`src/verilog/rtcal_pkg.sv`:
```
// Purpose: Shared constants and carriers for the RTC alarm block
// Assumes: Registers on a 32-bit AHB-Lite slave, word accesses only
// Notes:   Field positions are bit indices inside the 32-bit word
package rtcal_pkg;

	// Register byte offsets inside the block window
	localparam int unsigned OFS_W    = 8;
	localparam logic [7:0]  OFS_CTRL = 8'h00;
	localparam logic [7:0]  OFS_DATE = 8'h04;
	localparam logic [7:0]  OFS_TIME = 8'h08;

	// Alarm control word layout
	localparam int unsigned CTL_ARM      = 15;
	localparam int unsigned CTL_CHIME    = 14;
	localparam int unsigned CTL_PIV      = 13;
	localparam int unsigned CTL_NEAR     = 12;
	localparam int unsigned CTL_MASK_LSB = 8;
	localparam int unsigned CTL_RPT_LSB  = 0;
	localparam int unsigned MASK_W       = 4;
	localparam int unsigned RPT_W        = 8;
	localparam logic [7:0]  RPT_ZERO     = 8'h00;
	localparam logic [7:0]  RPT_FULL     = 8'hFF;
	localparam logic [7:0]  RPT_ONE      = 8'h01;

	// Alarm date word layout
	localparam int unsigned DT_MON_T     = 20;
	localparam int unsigned DT_MON_O_LSB = 16;
	localparam int unsigned DT_DAY_T_LSB = 12;
	localparam int unsigned DT_DAY_O_LSB = 8;
	localparam int unsigned DT_WDAY_LSB  = 0;

	// Alarm time word layout
	localparam int unsigned TM_HR_T_LSB  = 28;
	localparam int unsigned TM_HR_O_LSB  = 24;
	localparam int unsigned TM_MIN_T_LSB = 20;
	localparam int unsigned TM_MIN_O_LSB = 16;
	localparam int unsigned TM_SEC_T_LSB = 12;
	localparam int unsigned TM_SEC_O_LSB = 8;

	// Interval select codes
	localparam logic [3:0] MASK_HALF  = 4'h0;
	localparam logic [3:0] MASK_SEC   = 4'h1;
	localparam logic [3:0] MASK_SEC10 = 4'h2;
	localparam logic [3:0] MASK_MIN   = 4'h3;
	localparam logic [3:0] MASK_MIN10 = 4'h4;
	localparam logic [3:0] MASK_HOUR  = 4'h5;
	localparam logic [3:0] MASK_DAY   = 4'h6;
	localparam logic [3:0] MASK_WEEK  = 4'h7;
	localparam logic [3:0] MASK_MONTH = 4'h8;
	localparam logic [3:0] MASK_YEAR  = 4'h9;

	// Leap day in BCD
	localparam logic       FEB_MON_T  = 1'h0;
	localparam logic [3:0] FEB_MON_O  = 4'h2;
	localparam logic [1:0] LEAP_DAY_T = 2'h2;
	localparam logic [3:0] LEAP_DAY_O = 4'h9;

	// Prescaler counts 0..PRESC_LAST between half-second rollovers
	localparam int unsigned PRESC_W       = 15;
	localparam logic [14:0] PRESC_LAST    = 15'h3FFF;
	localparam int unsigned NEAR_RTC_CLKS = 32;
	localparam logic [14:0] NEAR_START    =
		15'(int'(PRESC_LAST) + 1 - NEAR_RTC_CLKS);

	// AHB-Lite encodings
	localparam logic [2:0] HSIZE_WORD = 3'h2;
	localparam logic       HRESP_OKAY = 1'h0;

	// Alarm compare value, BCD digits
	typedef struct packed {
		logic       month_tens;
		logic [3:0] month_ones;
		logic [1:0] day_tens;
		logic [3:0] day_ones;
		logic [2:0] weekday_digit;
		logic [1:0] hour_tens;
		logic [3:0] hour_ones;
		logic [2:0] min_tens;
		logic [3:0] min_ones;
		logic [2:0] sec_tens;
		logic [3:0] sec_ones;
	} rtcal_stamp_s;

	// Running time from the RTC counters
	typedef struct packed {
		logic [3:0]   year_tens;
		logic [3:0]   year_ones;
		logic         half;
		rtcal_stamp_s stamp;
	} rtcal_time_s;

endpackage

```
`src/verilog/rtcal_match.sv`:
```
// Purpose: Compare alarm value with running time under interval select
// Assumes: Time fields are valid BCD in the cycle of the rollover tick
// Notes:   Purely combinational; the caller qualifies with the tick
`timescale 1ns/100ps
module rtcal_match
	import rtcal_pkg::*;
(
	input  wire rtcal_time_s        now,
	input  wire rtcal_stamp_s       alm,
	input  wire logic [MASK_W-1:0]  mask,
	output logic                    hit
);

	logic full_sec;
	logic sec_o_eq;
	logic sec_eq;
	logic min_o_eq;
	logic min_eq;
	logic hr_eq;
	logic wd_eq;
	logic day_eq;
	logic mon_eq;
	logic leap_day;
	logic leap_ok;

	// Field compares; half=0 marks the start of a whole second
	assign full_sec = ~now.half;
	assign sec_o_eq = now.stamp.sec_ones == alm.sec_ones;
	assign sec_eq   = sec_o_eq && now.stamp.sec_tens == alm.sec_tens;
	assign min_o_eq = now.stamp.min_ones == alm.min_ones;
	assign min_eq   = min_o_eq && now.stamp.min_tens == alm.min_tens;
	assign hr_eq    = now.stamp.hour_ones == alm.hour_ones &&
		now.stamp.hour_tens == alm.hour_tens;
	assign wd_eq    = now.stamp.weekday_digit == alm.weekday_digit;
	assign day_eq   = now.stamp.day_ones == alm.day_ones &&
		now.stamp.day_tens == alm.day_tens;
	assign mon_eq   = now.stamp.month_ones == alm.month_ones &&
		now.stamp.month_tens == alm.month_tens;

	// Year divisible by four: (2*tens + ones) mod 4 == 0 in BCD
	assign leap_day = alm.month_tens == FEB_MON_T &&
		alm.month_ones == FEB_MON_O && alm.day_tens == LEAP_DAY_T &&
		alm.day_ones == LEAP_DAY_O;
	assign leap_ok  = ~leap_day ||
		(~(now.year_ones[1] ^ now.year_tens[0]) & ~now.year_ones[0]);

	// Interval select; reserved codes never match
	always_comb begin
		unique case (mask)
			MASK_HALF:  hit = 1'b1;
			MASK_SEC:   hit = full_sec;
			MASK_SEC10: hit = full_sec && sec_o_eq;
			MASK_MIN:   hit = full_sec && sec_eq;
			MASK_MIN10: hit = full_sec && sec_eq && min_o_eq;
			MASK_HOUR:  hit = full_sec && sec_eq && min_eq;
			MASK_DAY:   hit = full_sec && sec_eq && min_eq && hr_eq;
			MASK_WEEK:  hit = full_sec && sec_eq && min_eq && hr_eq &&
				wd_eq;
			MASK_MONTH: hit = full_sec && sec_eq && min_eq && hr_eq &&
				day_eq;
			MASK_YEAR:  hit = full_sec && sec_eq && min_eq && hr_eq &&
				day_eq && mon_eq && leap_ok;
			default:    hit = 1'b0;
		endcase
	end

endmodule

```
`src/verilog/rtcal_alarm.sv`:
```
// Purpose: RTC alarm control, repeat counter and alarm pulse
// Assumes: RTC time, tick and prescaler come from logic on hclk
// Notes:   hresetn is the power-on reset; no other reset reaches here
// Function
// - Last alarm without chime clears arm bit
// - Chime wraps repeat count 00 to FF
// - Without chime repeat count stops at zero
// - Each alarm event decrements a nonzero repeat count
// - Count plus one equals total alarm triggers
// - Disarmed: start level writable, sets pulse level
// - Armed: start level ignores writes, reads pulse
// - Rollover flag set within 32 clocks
// - Interval select picks alarm period
// - Feb 29 yearly alarm fires every four years
// - Alarm registers cleared only by power-on
// - Date register holds month and day BCD
// - Date register low bits hold weekday
//
// Chosen here: the placing of the registers and register access over AHB-Lite.
`timescale 1ns/100ps
module rtcal_alarm
	import rtcal_pkg::*;
(
	input  wire logic                hclk,
	input  wire logic                hresetn,
	input  wire logic                hsel,
	input  wire logic [31:0]         haddr,
	input  wire logic [1:0]          htrans,
	input  wire logic                hwrite,
	input  wire logic [2:0]          hsize,
	input  wire logic [31:0]         hwdata,
	input  wire logic                hready,
	output logic                     hreadyout,
	output logic                     hresp,
	output logic [31:0]              hrdata,
	input  wire logic                rtc_tick,
	input  wire rtcal_time_s         rtc_now,
	input  wire logic [PRESC_W-1:0]  rtc_presc,
	output logic                     alarm_pulse,
	output logic                     alarm_event
);

	// Whole block state, registered in one place
	typedef struct packed {
		logic              alarm_arm;
		logic              chime;
		logic              pulse_start_level;
		logic              pulse;
		logic              rollover_near_flag;
		logic [MASK_W-1:0] match_interval_select;
		logic [RPT_W-1:0]  repeat_count;
		rtcal_stamp_s      alarm;
		logic              evt;
		logic              wr_pend;
		logic [OFS_W-1:0]  wr_ofs;
		logic [31:0]       rdata;
	} rtcal_state_s;

	rtcal_state_s st_r;
	rtcal_state_s st_nxt;
	logic         hit;
	logic         fire;
	logic         accept;
	logic         ctrl_wr;
	logic         date_wr;
	logic         time_wr;

	// Read word for one offset; unmapped offsets read zero
	function automatic logic [31:0] rd_word(
		input logic [OFS_W-1:0] ofs,
		input rtcal_state_s     s
	);
		logic [31:0] w;
		w = 32'h0000_0000;
		unique case (ofs)
			OFS_CTRL: begin
				w[CTL_ARM]   = s.alarm_arm;
				w[CTL_CHIME] = s.chime;
				// Armed: live pulse level, else stored start level
				w[CTL_PIV]   = s.alarm_arm ? s.pulse :
					s.pulse_start_level;
				w[CTL_NEAR]  = s.rollover_near_flag;
				w[CTL_MASK_LSB +: MASK_W] = s.match_interval_select;
				w[CTL_RPT_LSB +: RPT_W]   = s.repeat_count;
			end
			OFS_DATE: begin
				w[DT_MON_T]            = s.alarm.month_tens;
				w[DT_MON_O_LSB +: 4]   = s.alarm.month_ones;
				w[DT_DAY_T_LSB +: 2]   = s.alarm.day_tens;
				w[DT_DAY_O_LSB +: 4]   = s.alarm.day_ones;
				w[DT_WDAY_LSB +: 3]    = s.alarm.weekday_digit;
			end
			OFS_TIME: begin
				w[TM_HR_T_LSB +: 2]  = s.alarm.hour_tens;
				w[TM_HR_O_LSB +: 4]  = s.alarm.hour_ones;
				w[TM_MIN_T_LSB +: 3] = s.alarm.min_tens;
				w[TM_MIN_O_LSB +: 4] = s.alarm.min_ones;
				w[TM_SEC_T_LSB +: 3] = s.alarm.sec_tens;
				w[TM_SEC_O_LSB +: 4] = s.alarm.sec_ones;
			end
			default: w = 32'h0000_0000;
		endcase
		return w;
	endfunction

	// Field compare against the running time
	rtcal_match u_match (
		.now  (rtc_now),
		.alm  (st_r.alarm),
		.mask (st_r.match_interval_select),
		.hit  (hit)
	);

	// Bus decode: data phase writes, address phase accepts
	assign accept  = hsel && hready && htrans[1];
	assign ctrl_wr = st_r.wr_pend && st_r.wr_ofs == OFS_CTRL;
	assign date_wr = st_r.wr_pend && st_r.wr_ofs == OFS_DATE;
	assign time_wr = st_r.wr_pend && st_r.wr_ofs == OFS_TIME;
	// Events only land on half-second ticks of an armed alarm
	assign fire    = rtc_tick && st_r.alarm_arm && hit;

	// Next-state logic
	always_comb begin
		st_nxt     = st_r;
		st_nxt.evt = 1'b0;

		// Alarm event: toggle pulse and step the repeat counter
		if (fire) begin
			st_nxt.evt   = 1'b1;
			st_nxt.pulse = ~st_r.pulse;
			if (st_r.repeat_count == RPT_ZERO) begin
				if (st_r.chime) begin
					st_nxt.repeat_count = RPT_FULL;
				end else begin
					// Count held at zero, last trigger disarms
					st_nxt.alarm_arm = 1'b0;
				end
			end else begin
				st_nxt.repeat_count = st_r.repeat_count - RPT_ONE;
			end
		end

		// Software write lands after the event, so it wins the cycle
		if (ctrl_wr) begin
			st_nxt.alarm_arm = hwdata[CTL_ARM];
			st_nxt.chime     = hwdata[CTL_CHIME];
			st_nxt.match_interval_select =
				hwdata[CTL_MASK_LSB +: MASK_W];
			st_nxt.repeat_count = hwdata[CTL_RPT_LSB +: RPT_W];
			if (!st_r.alarm_arm) begin
				st_nxt.pulse_start_level = hwdata[CTL_PIV];
			end
		end
		if (date_wr) begin
			st_nxt.alarm.month_tens    = hwdata[DT_MON_T];
			st_nxt.alarm.month_ones    = hwdata[DT_MON_O_LSB +: 4];
			st_nxt.alarm.day_tens      = hwdata[DT_DAY_T_LSB +: 2];
			st_nxt.alarm.day_ones      = hwdata[DT_DAY_O_LSB +: 4];
			st_nxt.alarm.weekday_digit = hwdata[DT_WDAY_LSB +: 3];
		end
		if (time_wr) begin
			st_nxt.alarm.hour_tens = hwdata[TM_HR_T_LSB +: 2];
			st_nxt.alarm.hour_ones = hwdata[TM_HR_O_LSB +: 4];
			st_nxt.alarm.min_tens  = hwdata[TM_MIN_T_LSB +: 3];
			st_nxt.alarm.min_ones  = hwdata[TM_MIN_O_LSB +: 4];
			st_nxt.alarm.sec_tens  = hwdata[TM_SEC_T_LSB +: 3];
			st_nxt.alarm.sec_ones  = hwdata[TM_SEC_O_LSB +: 4];
		end

		// Keep start level equal to the pulse when leaving armed,
		// so disarming never makes the output jump
		if (st_r.alarm_arm && !st_nxt.alarm_arm) begin
			st_nxt.pulse_start_level = st_nxt.pulse;
		end
		if (!st_r.alarm_arm) begin
			st_nxt.pulse = st_nxt.pulse_start_level;
		end

		// Near-rollover warning from the prescaler position
		st_nxt.rollover_near_flag = rtc_presc >= NEAR_START;

		// Address phase capture; read data staged for data phase
		st_nxt.wr_pend = accept && hwrite && hsize == HSIZE_WORD;
		st_nxt.wr_ofs  = haddr[OFS_W-1:0];
		if (accept && !hwrite) begin
			st_nxt.rdata = rd_word(haddr[OFS_W-1:0], st_r);
		end
	end

	// Only the power-on reset clears the alarm registers
	always_ff @(posedge hclk or negedge hresetn) begin
		if (!hresetn) begin
			st_r <= '0;
		end else begin
			st_r <= st_nxt;
		end
	end

	// Outputs; zero wait states, always OKAY
	assign hreadyout   = 1'b1;
	assign hresp       = HRESP_OKAY;
	assign hrdata      = st_r.rdata;
	assign alarm_pulse = st_r.pulse;
	assign alarm_event = st_r.evt;

	// Helper terms for the checks below
	logic leap_now;
	logic feb29;
	assign leap_now = ~(rtc_now.year_ones[1] ^ rtc_now.year_tens[0]) &
		~rtc_now.year_ones[0];
	assign feb29 = st_r.alarm.month_ones == FEB_MON_O &&
		st_r.alarm.month_tens == FEB_MON_T &&
		st_r.alarm.day_tens == LEAP_DAY_T &&
		st_r.alarm.day_ones == LEAP_DAY_O;
endmodule

```
`config.mk`:
```
export PLATFORM = sky130hd
export DESIGN_NAME = rtcal_alarm
export DESIGN_NICKNAME = d
export VERILOG_FILES = /design/src/verilog/rtcal_pkg.sv /design/src/verilog/rtcal_match.sv /design/src/verilog/rtcal_alarm.sv
export SDC_FILE = /design/constraint.sdc
export NUM_CORES = 1
export LEC_CHECK = 0
export ABC_AREA = 1
export BUFFER_PORTS_ARGS = -buffer_cell sky130_fd_sc_hd__buf_4
export CAP_MARGIN = 20
export CORE_ASPECT_RATIO = 2
export CORE_MARGIN = 4
export CORE_UTILIZATION = 50
export DETAILED_ROUTE_END_ITERATION = 7
export PLACE_DENSITY = 0.8
export SYNTH_ARGS = -nofsm -noshare
export SYNTH_HDL_FRONTEND = slang
export SYNTH_SLANG_ARGS = --single-unit
```
`constraint.sdc`:
```
create_clock -name hclk -period 3.95 [get_ports hclk]
set_input_delay 0.1975 -clock hclk [delete_from_list [all_inputs] [get_ports hclk]]
set_output_delay 0.1975 -clock hclk [all_outputs]
set_load 0.1 [all_outputs]
```
Yosys cells after proc, flatten, opt, wreduce, memory -nomap -nowiden:

Index checks and enable logic that the tools add are counted.
Widths: inputs -> output; s select.

* $add $sub $neg: 1
* multiply operators: 0
* divide/modulo/power cells: 0
* order comparisons: 1
* eq/ne operators: 29
* shifts and indexed selects: 0
* muxes and demuxes: 23
* bitwise operators: 8
* reductions and logical operators: 37

Operators with widths (count)
* $mux 8: 4
* $logic_and 1x1->1: 28
* $logic_not 8->1: 3
* $eq 4x4->1: 5
* $pmux 6 s3: 1
* $eq 4x3->1 const B: 4
* $eq 8x3->1 const B: 2
* $eq 8x4->1 const B: 2
* $ge 15x14->1 const B: 1
* $eq 4x2->1 const B: 3
* $eq 4x4->1 const B: 3
* $mux 1: 10
* $pmux 1 s10: 1
* $pmux 5 s2: 1
* $eq 3x3->1: 3
* $sub 8x1->8 const B: 1
* $mux 6: 1
* $not 1->1: 6
* $pmux 3 s2: 1
* $mux 5: 1
* $eq 2x2->1: 2
* $eq 4x1->1 const B: 1
* $logic_not 4->1: 1
* $eq 3x2->1 const B: 1
* other kinds (12): 13

* register bits after elaboration: 90
* bits in latches: 0
* RAM bits: 0
* memory bits (read-only): 0
* bits of input ports: 133
* output and inout bits: 36
* logic and storage cells: 121
* memories kept: 0

Logic depth before layout (Yosys ltp):

* depth after elaboration: 16
* mapped depth: 20
* depth with buffers taken out: 19

By module:

Synthesis repeated with hierarchy kept, for this count alone.

* cells, all modules: 623
* area, all modules: 4878.4 sq um

By module, submodules not included
* rtcal_alarm: times used 1, cells an instance 472, area each 4169.0 sq um, sequential area each 2252.2 sq um
* rtcal_match: times used 1, cells an instance 151, area each 709.4 sq um, sequential area each 0.0 sq um

Least setup slack after synthesis:

No wires, ideal clock.

* kind: register to register
* start: reg st_r[85] in the netlist's numbering
* end: reg st_r[90] in the netlist's numbering
* library setup time: 0.117 ns
* arrival: 1.494 ns
* required time: 3.833 ns
* path slack: 2.339 ns
* cell stages (with the launch flop): 19
* buffers on the path: 0
* period minus slack after synthesis: 1.611 ns
* cell sequence: dfrtp_1 > nor2_2 > nand2_1 > nor2_1 > nand2_1 > nor2_1 > nand2_1 > nand2_1 > nand2_1 > nand2_1 > nand2_1 > nand2_2 > nand2_1 > nand2_1 > nand3_1 > nand2_1 > nand2_1 > nand2_1 > nand2_1

RTL lines
* start: declaration: line rtcal_alarm.sv:59 `rtcal_state_s st_r;`
* start signal: assignment: line rtcal_alarm.sv:195 `st_r <= st_nxt;`

Worst setup path in the final report:

* start: in haddr[1]
* end: reg st_r, in the netlist hrdata[8]

* cells in the longest elaborated chain, start to end: 2
* elaborated cells between the ends (all ways): 4
* classes of those cells: eq/ne: 2; mux: 1; reduce/logical: 1

Ends and longest elaborated chain
* start: declaration: line rtcal_alarm.sv:27 `input wire logic [31:0] haddr,`
* $eq 8x4->1, or another cell as far along: line rtcal_alarm.sv:75 `unique case (ofs)`
* $pmux 6 s3 *: line rtcal_alarm.sv:75

Every way passes the cells marked *; elsewhere a longest branch is shown, timed or not.
A chain may end at the register's enable or synchronous reset.

==> results_dict.tcl <==
set metrics [dict create \
    htreeDepth 3 \
    final_nets 826 \
    post_cts_resized 0 \
    ys_seq_area_frac 0.473 \
    fp.dieH_um 146 \
    routed_wl_um 12200 \
    antenna_cells 0 \
    grt-ovfl-total 0 \
    syn_to_final_growth_pct 24.1 \
    grt_setup_unrepaired "no" \
    cap_violations 0 \
    setup_tns_ps 0 \
    clockBufferDepth 2 \
    grt_first_pass_wirelength_um 20300 \
    place_inst 775 \
    syn_avg_cell_area_um2 8.11 \
    status "completed" \
    criticalPathCategory "in2reg" \
    worst-path-max-fanout 8 \
    post_cts_buffers 0 \
    crit_path_top_delay_cell "nor4_4" \
    yosys_warnings 0 \
    path_cells "dlygate4sd3_1, buf_4, nor2_1, inv_1, nor4_4, inv_1, nor2_1, a221oi_1, o21ai_0" \
    max_freq_mhz 461 \
    crit_buf_inv 4 \
    vias 4244 \
    yosys-top-cells-area "dfrtp_1 (47%), nand2_1 (12%), inv_1 (5.7%), o21ai_0 (5.7%), buf_4 (5.5%)" \
    synth_edf_count 0 \
    drive_gt1_frac 0.240 \
    fillers 810 \
    insertion_delay_ps 340 \
    hold_path.class "in2reg" \
    ys.flop_type "dfrtp_1" \
    die-area_um2 11300 \
    root_buffer "clkbuf_16" \
    core_area_um2 9320 \
    slew_violations 0 \
    end_kind "register" \
    wl_per_cell_um 15.3 \
    dr.pass1.iters 4 \
    drtIter0Drc 217 \
    antenna_found_initial 0 \
    numCtsBuffers 9 \
    start_util 0.511 \
    portBuffers 125 \
    crit_required_ps 4190 \
    synth.most_common_cell "nand2_1" \
    track_usage 0.226 \
    dp_hpwl_um 9340 \
    synth_top_area_frac 0.473 \
    grt_pass1_vias 4456 \
    cellPowerDensity_nw_per_um2 338 \
    final_cells 800 \
    finalHoldViolCount 0 \
    path_delay_family "buffers and inverters" \
    leakagePower_nw 3.14 \
    gp_congestion 0.882 \
    dp_slack_ps 1710 \
    worstMarginPinSlew_ps 637 \
    synthCells 588 \
    ys_seq_elements 90 \
    vias_per_cell 5.31 \
    peakVddDrop_uv 283 \
    drc 0 \
    synth_cell_type_count 43 \
    grt_max_degree 50 \
    finalWorstSetupSlack_ps 1780 \
    syn_area_um2 4770 \
    path_clk_slew_ps 60 \
    ios 169 \
    slew_headroom 0.575 \
    min_period_ps 2170 \
    synthArstFlopShare 1.00 \
    startpoint_type "input pin" \
    cts_tree "built" \
    setup_viol 0 \
    postCtsHoldBufs 8 \
    period_share 0.549 \
    arrival_ps 2410 \
    synthTopCellsByCount "nand2_1 (148), dfrtp_1 (90), inv_1 (72)" \
    clock-sinks 90 \
    ant_nets 0 \
    critical-path-max-stage-delay_ps 550 \
    chipWidth_um 77.0 \
    rows 50 \
    finalClockSkew_ps 9.05 \
    synth_area_leader_cell "dfrtp_1" \
]
==> layout by cell type (no fill, tap or decap), drive strengths merged, types with 5 or more instances in the layout <==
cell         count
conb             5
o311ai           5
o221ai           5
nand4            8
xor2             6
a21oi           12
or2              6
inv             75
nor2            51
nand3           29
buf            131
nand2          151
dlygate4sd3      8
o21ai           58
xnor2           15
dfrtp           90
clkbuf           9
nor3             5
==> path summary, 6_finish.rpt <==
kind / from / endpoint / slack (ps) / depth (start not counted)
worst min-delay path: hsize[0] / st_r[40] / 8 / 2
worst max register to register: st_r[33] / st_r[90] / 1960 / 9
min in group asynchronous: hresetn / hrdata[24] / 400 / 2
worst max-delay path: haddr[1] / hrdata[8] / 1780 / 9
max in group asynchronous: hresetn / st_r[56] / 2520 / 3
worst min register to register: hrdata[24] / hrdata[24] / 490 / 2
==> power breakdown <==
part	leakage [nW]	switching, mW	internal [mW]	total (mW)
logic	1.96	0.147	0.103	0.249
registers	1.05	0.0133	0.941	0.954
clock network	0.128	0.366	0.429	0.795
==> state kept, by name, summed over array words and instances, names as in the netlist <==
| register | count |
|---|---|
| alarm_event | 1 |
| alarm_pulse | 1 |
| hrdata | 29 |
| st_r | 59 |
==> per-stage QoR <==
stage                     hold slack [ps]  instance area (µm²)  power (mW)  utilization
after detailed placement              252                 5540        1.22        0.595
after global routing                 3.86                 5910        2.07        0.634
after CTS                           0.472                 5900        2.01        0.633
after global placement                245                 5540        1.21        0.595
after floorplan                     -98.1                 4780        1.10            -
final                                8.04                 5910        2.00        0.634
==> kinds of logic (layout without fill, tap and decap cells) <==
logic type / count (synthesis) / count (layout) / share of synthesized area
AND/OR/NAND/NOR: 254 / 254 / 0.233
flip-flops: 90 / 90 / 0.473
other: 2 / 5 / 0.00158
multiplexers: 3 / 3 / 0.00683
buffers and inverters: 124 / 229 / 0.130
AO/OA/AOI/OAI: 92 / 92 / 0.113
adder cells (fa/ha/maj): 2 / 2 / 0.00525
XOR/XNOR: 21 / 21 / 0.0386
==> worst register-to-register path, cell delays in order (launching register included) <==
cell     delay, ps
dfrtp_1        380
nor2_2         180
nand2_1        120
nor4_4         390
inv_2          210
or2_2          320
nand2_1        110
nand2_1         70
nand2_1         80
nand2_1         50
==> area by class of cell <==
cell class / count / area [µm²] / area share
Tap cell: 104 / 130 / 0.0220
Timing Repair Buffer: 139 / 1070 / 0.180
Clock buffer: 9 / 225 / 0.0381
Sequential cell: 90 / 2250 / 0.381
Multi-Input combinational cell: 377 / 1910 / 0.322
Inverter: 74 / 278 / 0.0470
Clock inverter: 7 / 53.8 / 0.00910
==> layer usage <==
layer / wire (µm) / global-route usage / share of wire / vias up
met5: 0 / 0 / 0 / -
met4: 548 / 0.119 / 0.045 / 0
met3: 470 / 0.0358 / 0.039 / 45
met2: 6750 / 0.420 / 0.55 / 138
met1: 4440 / 0.238 / 0.36 / 2003
li1: - / - / - / 2058
No activity file was read; power rests on OpenSTA's default activity.
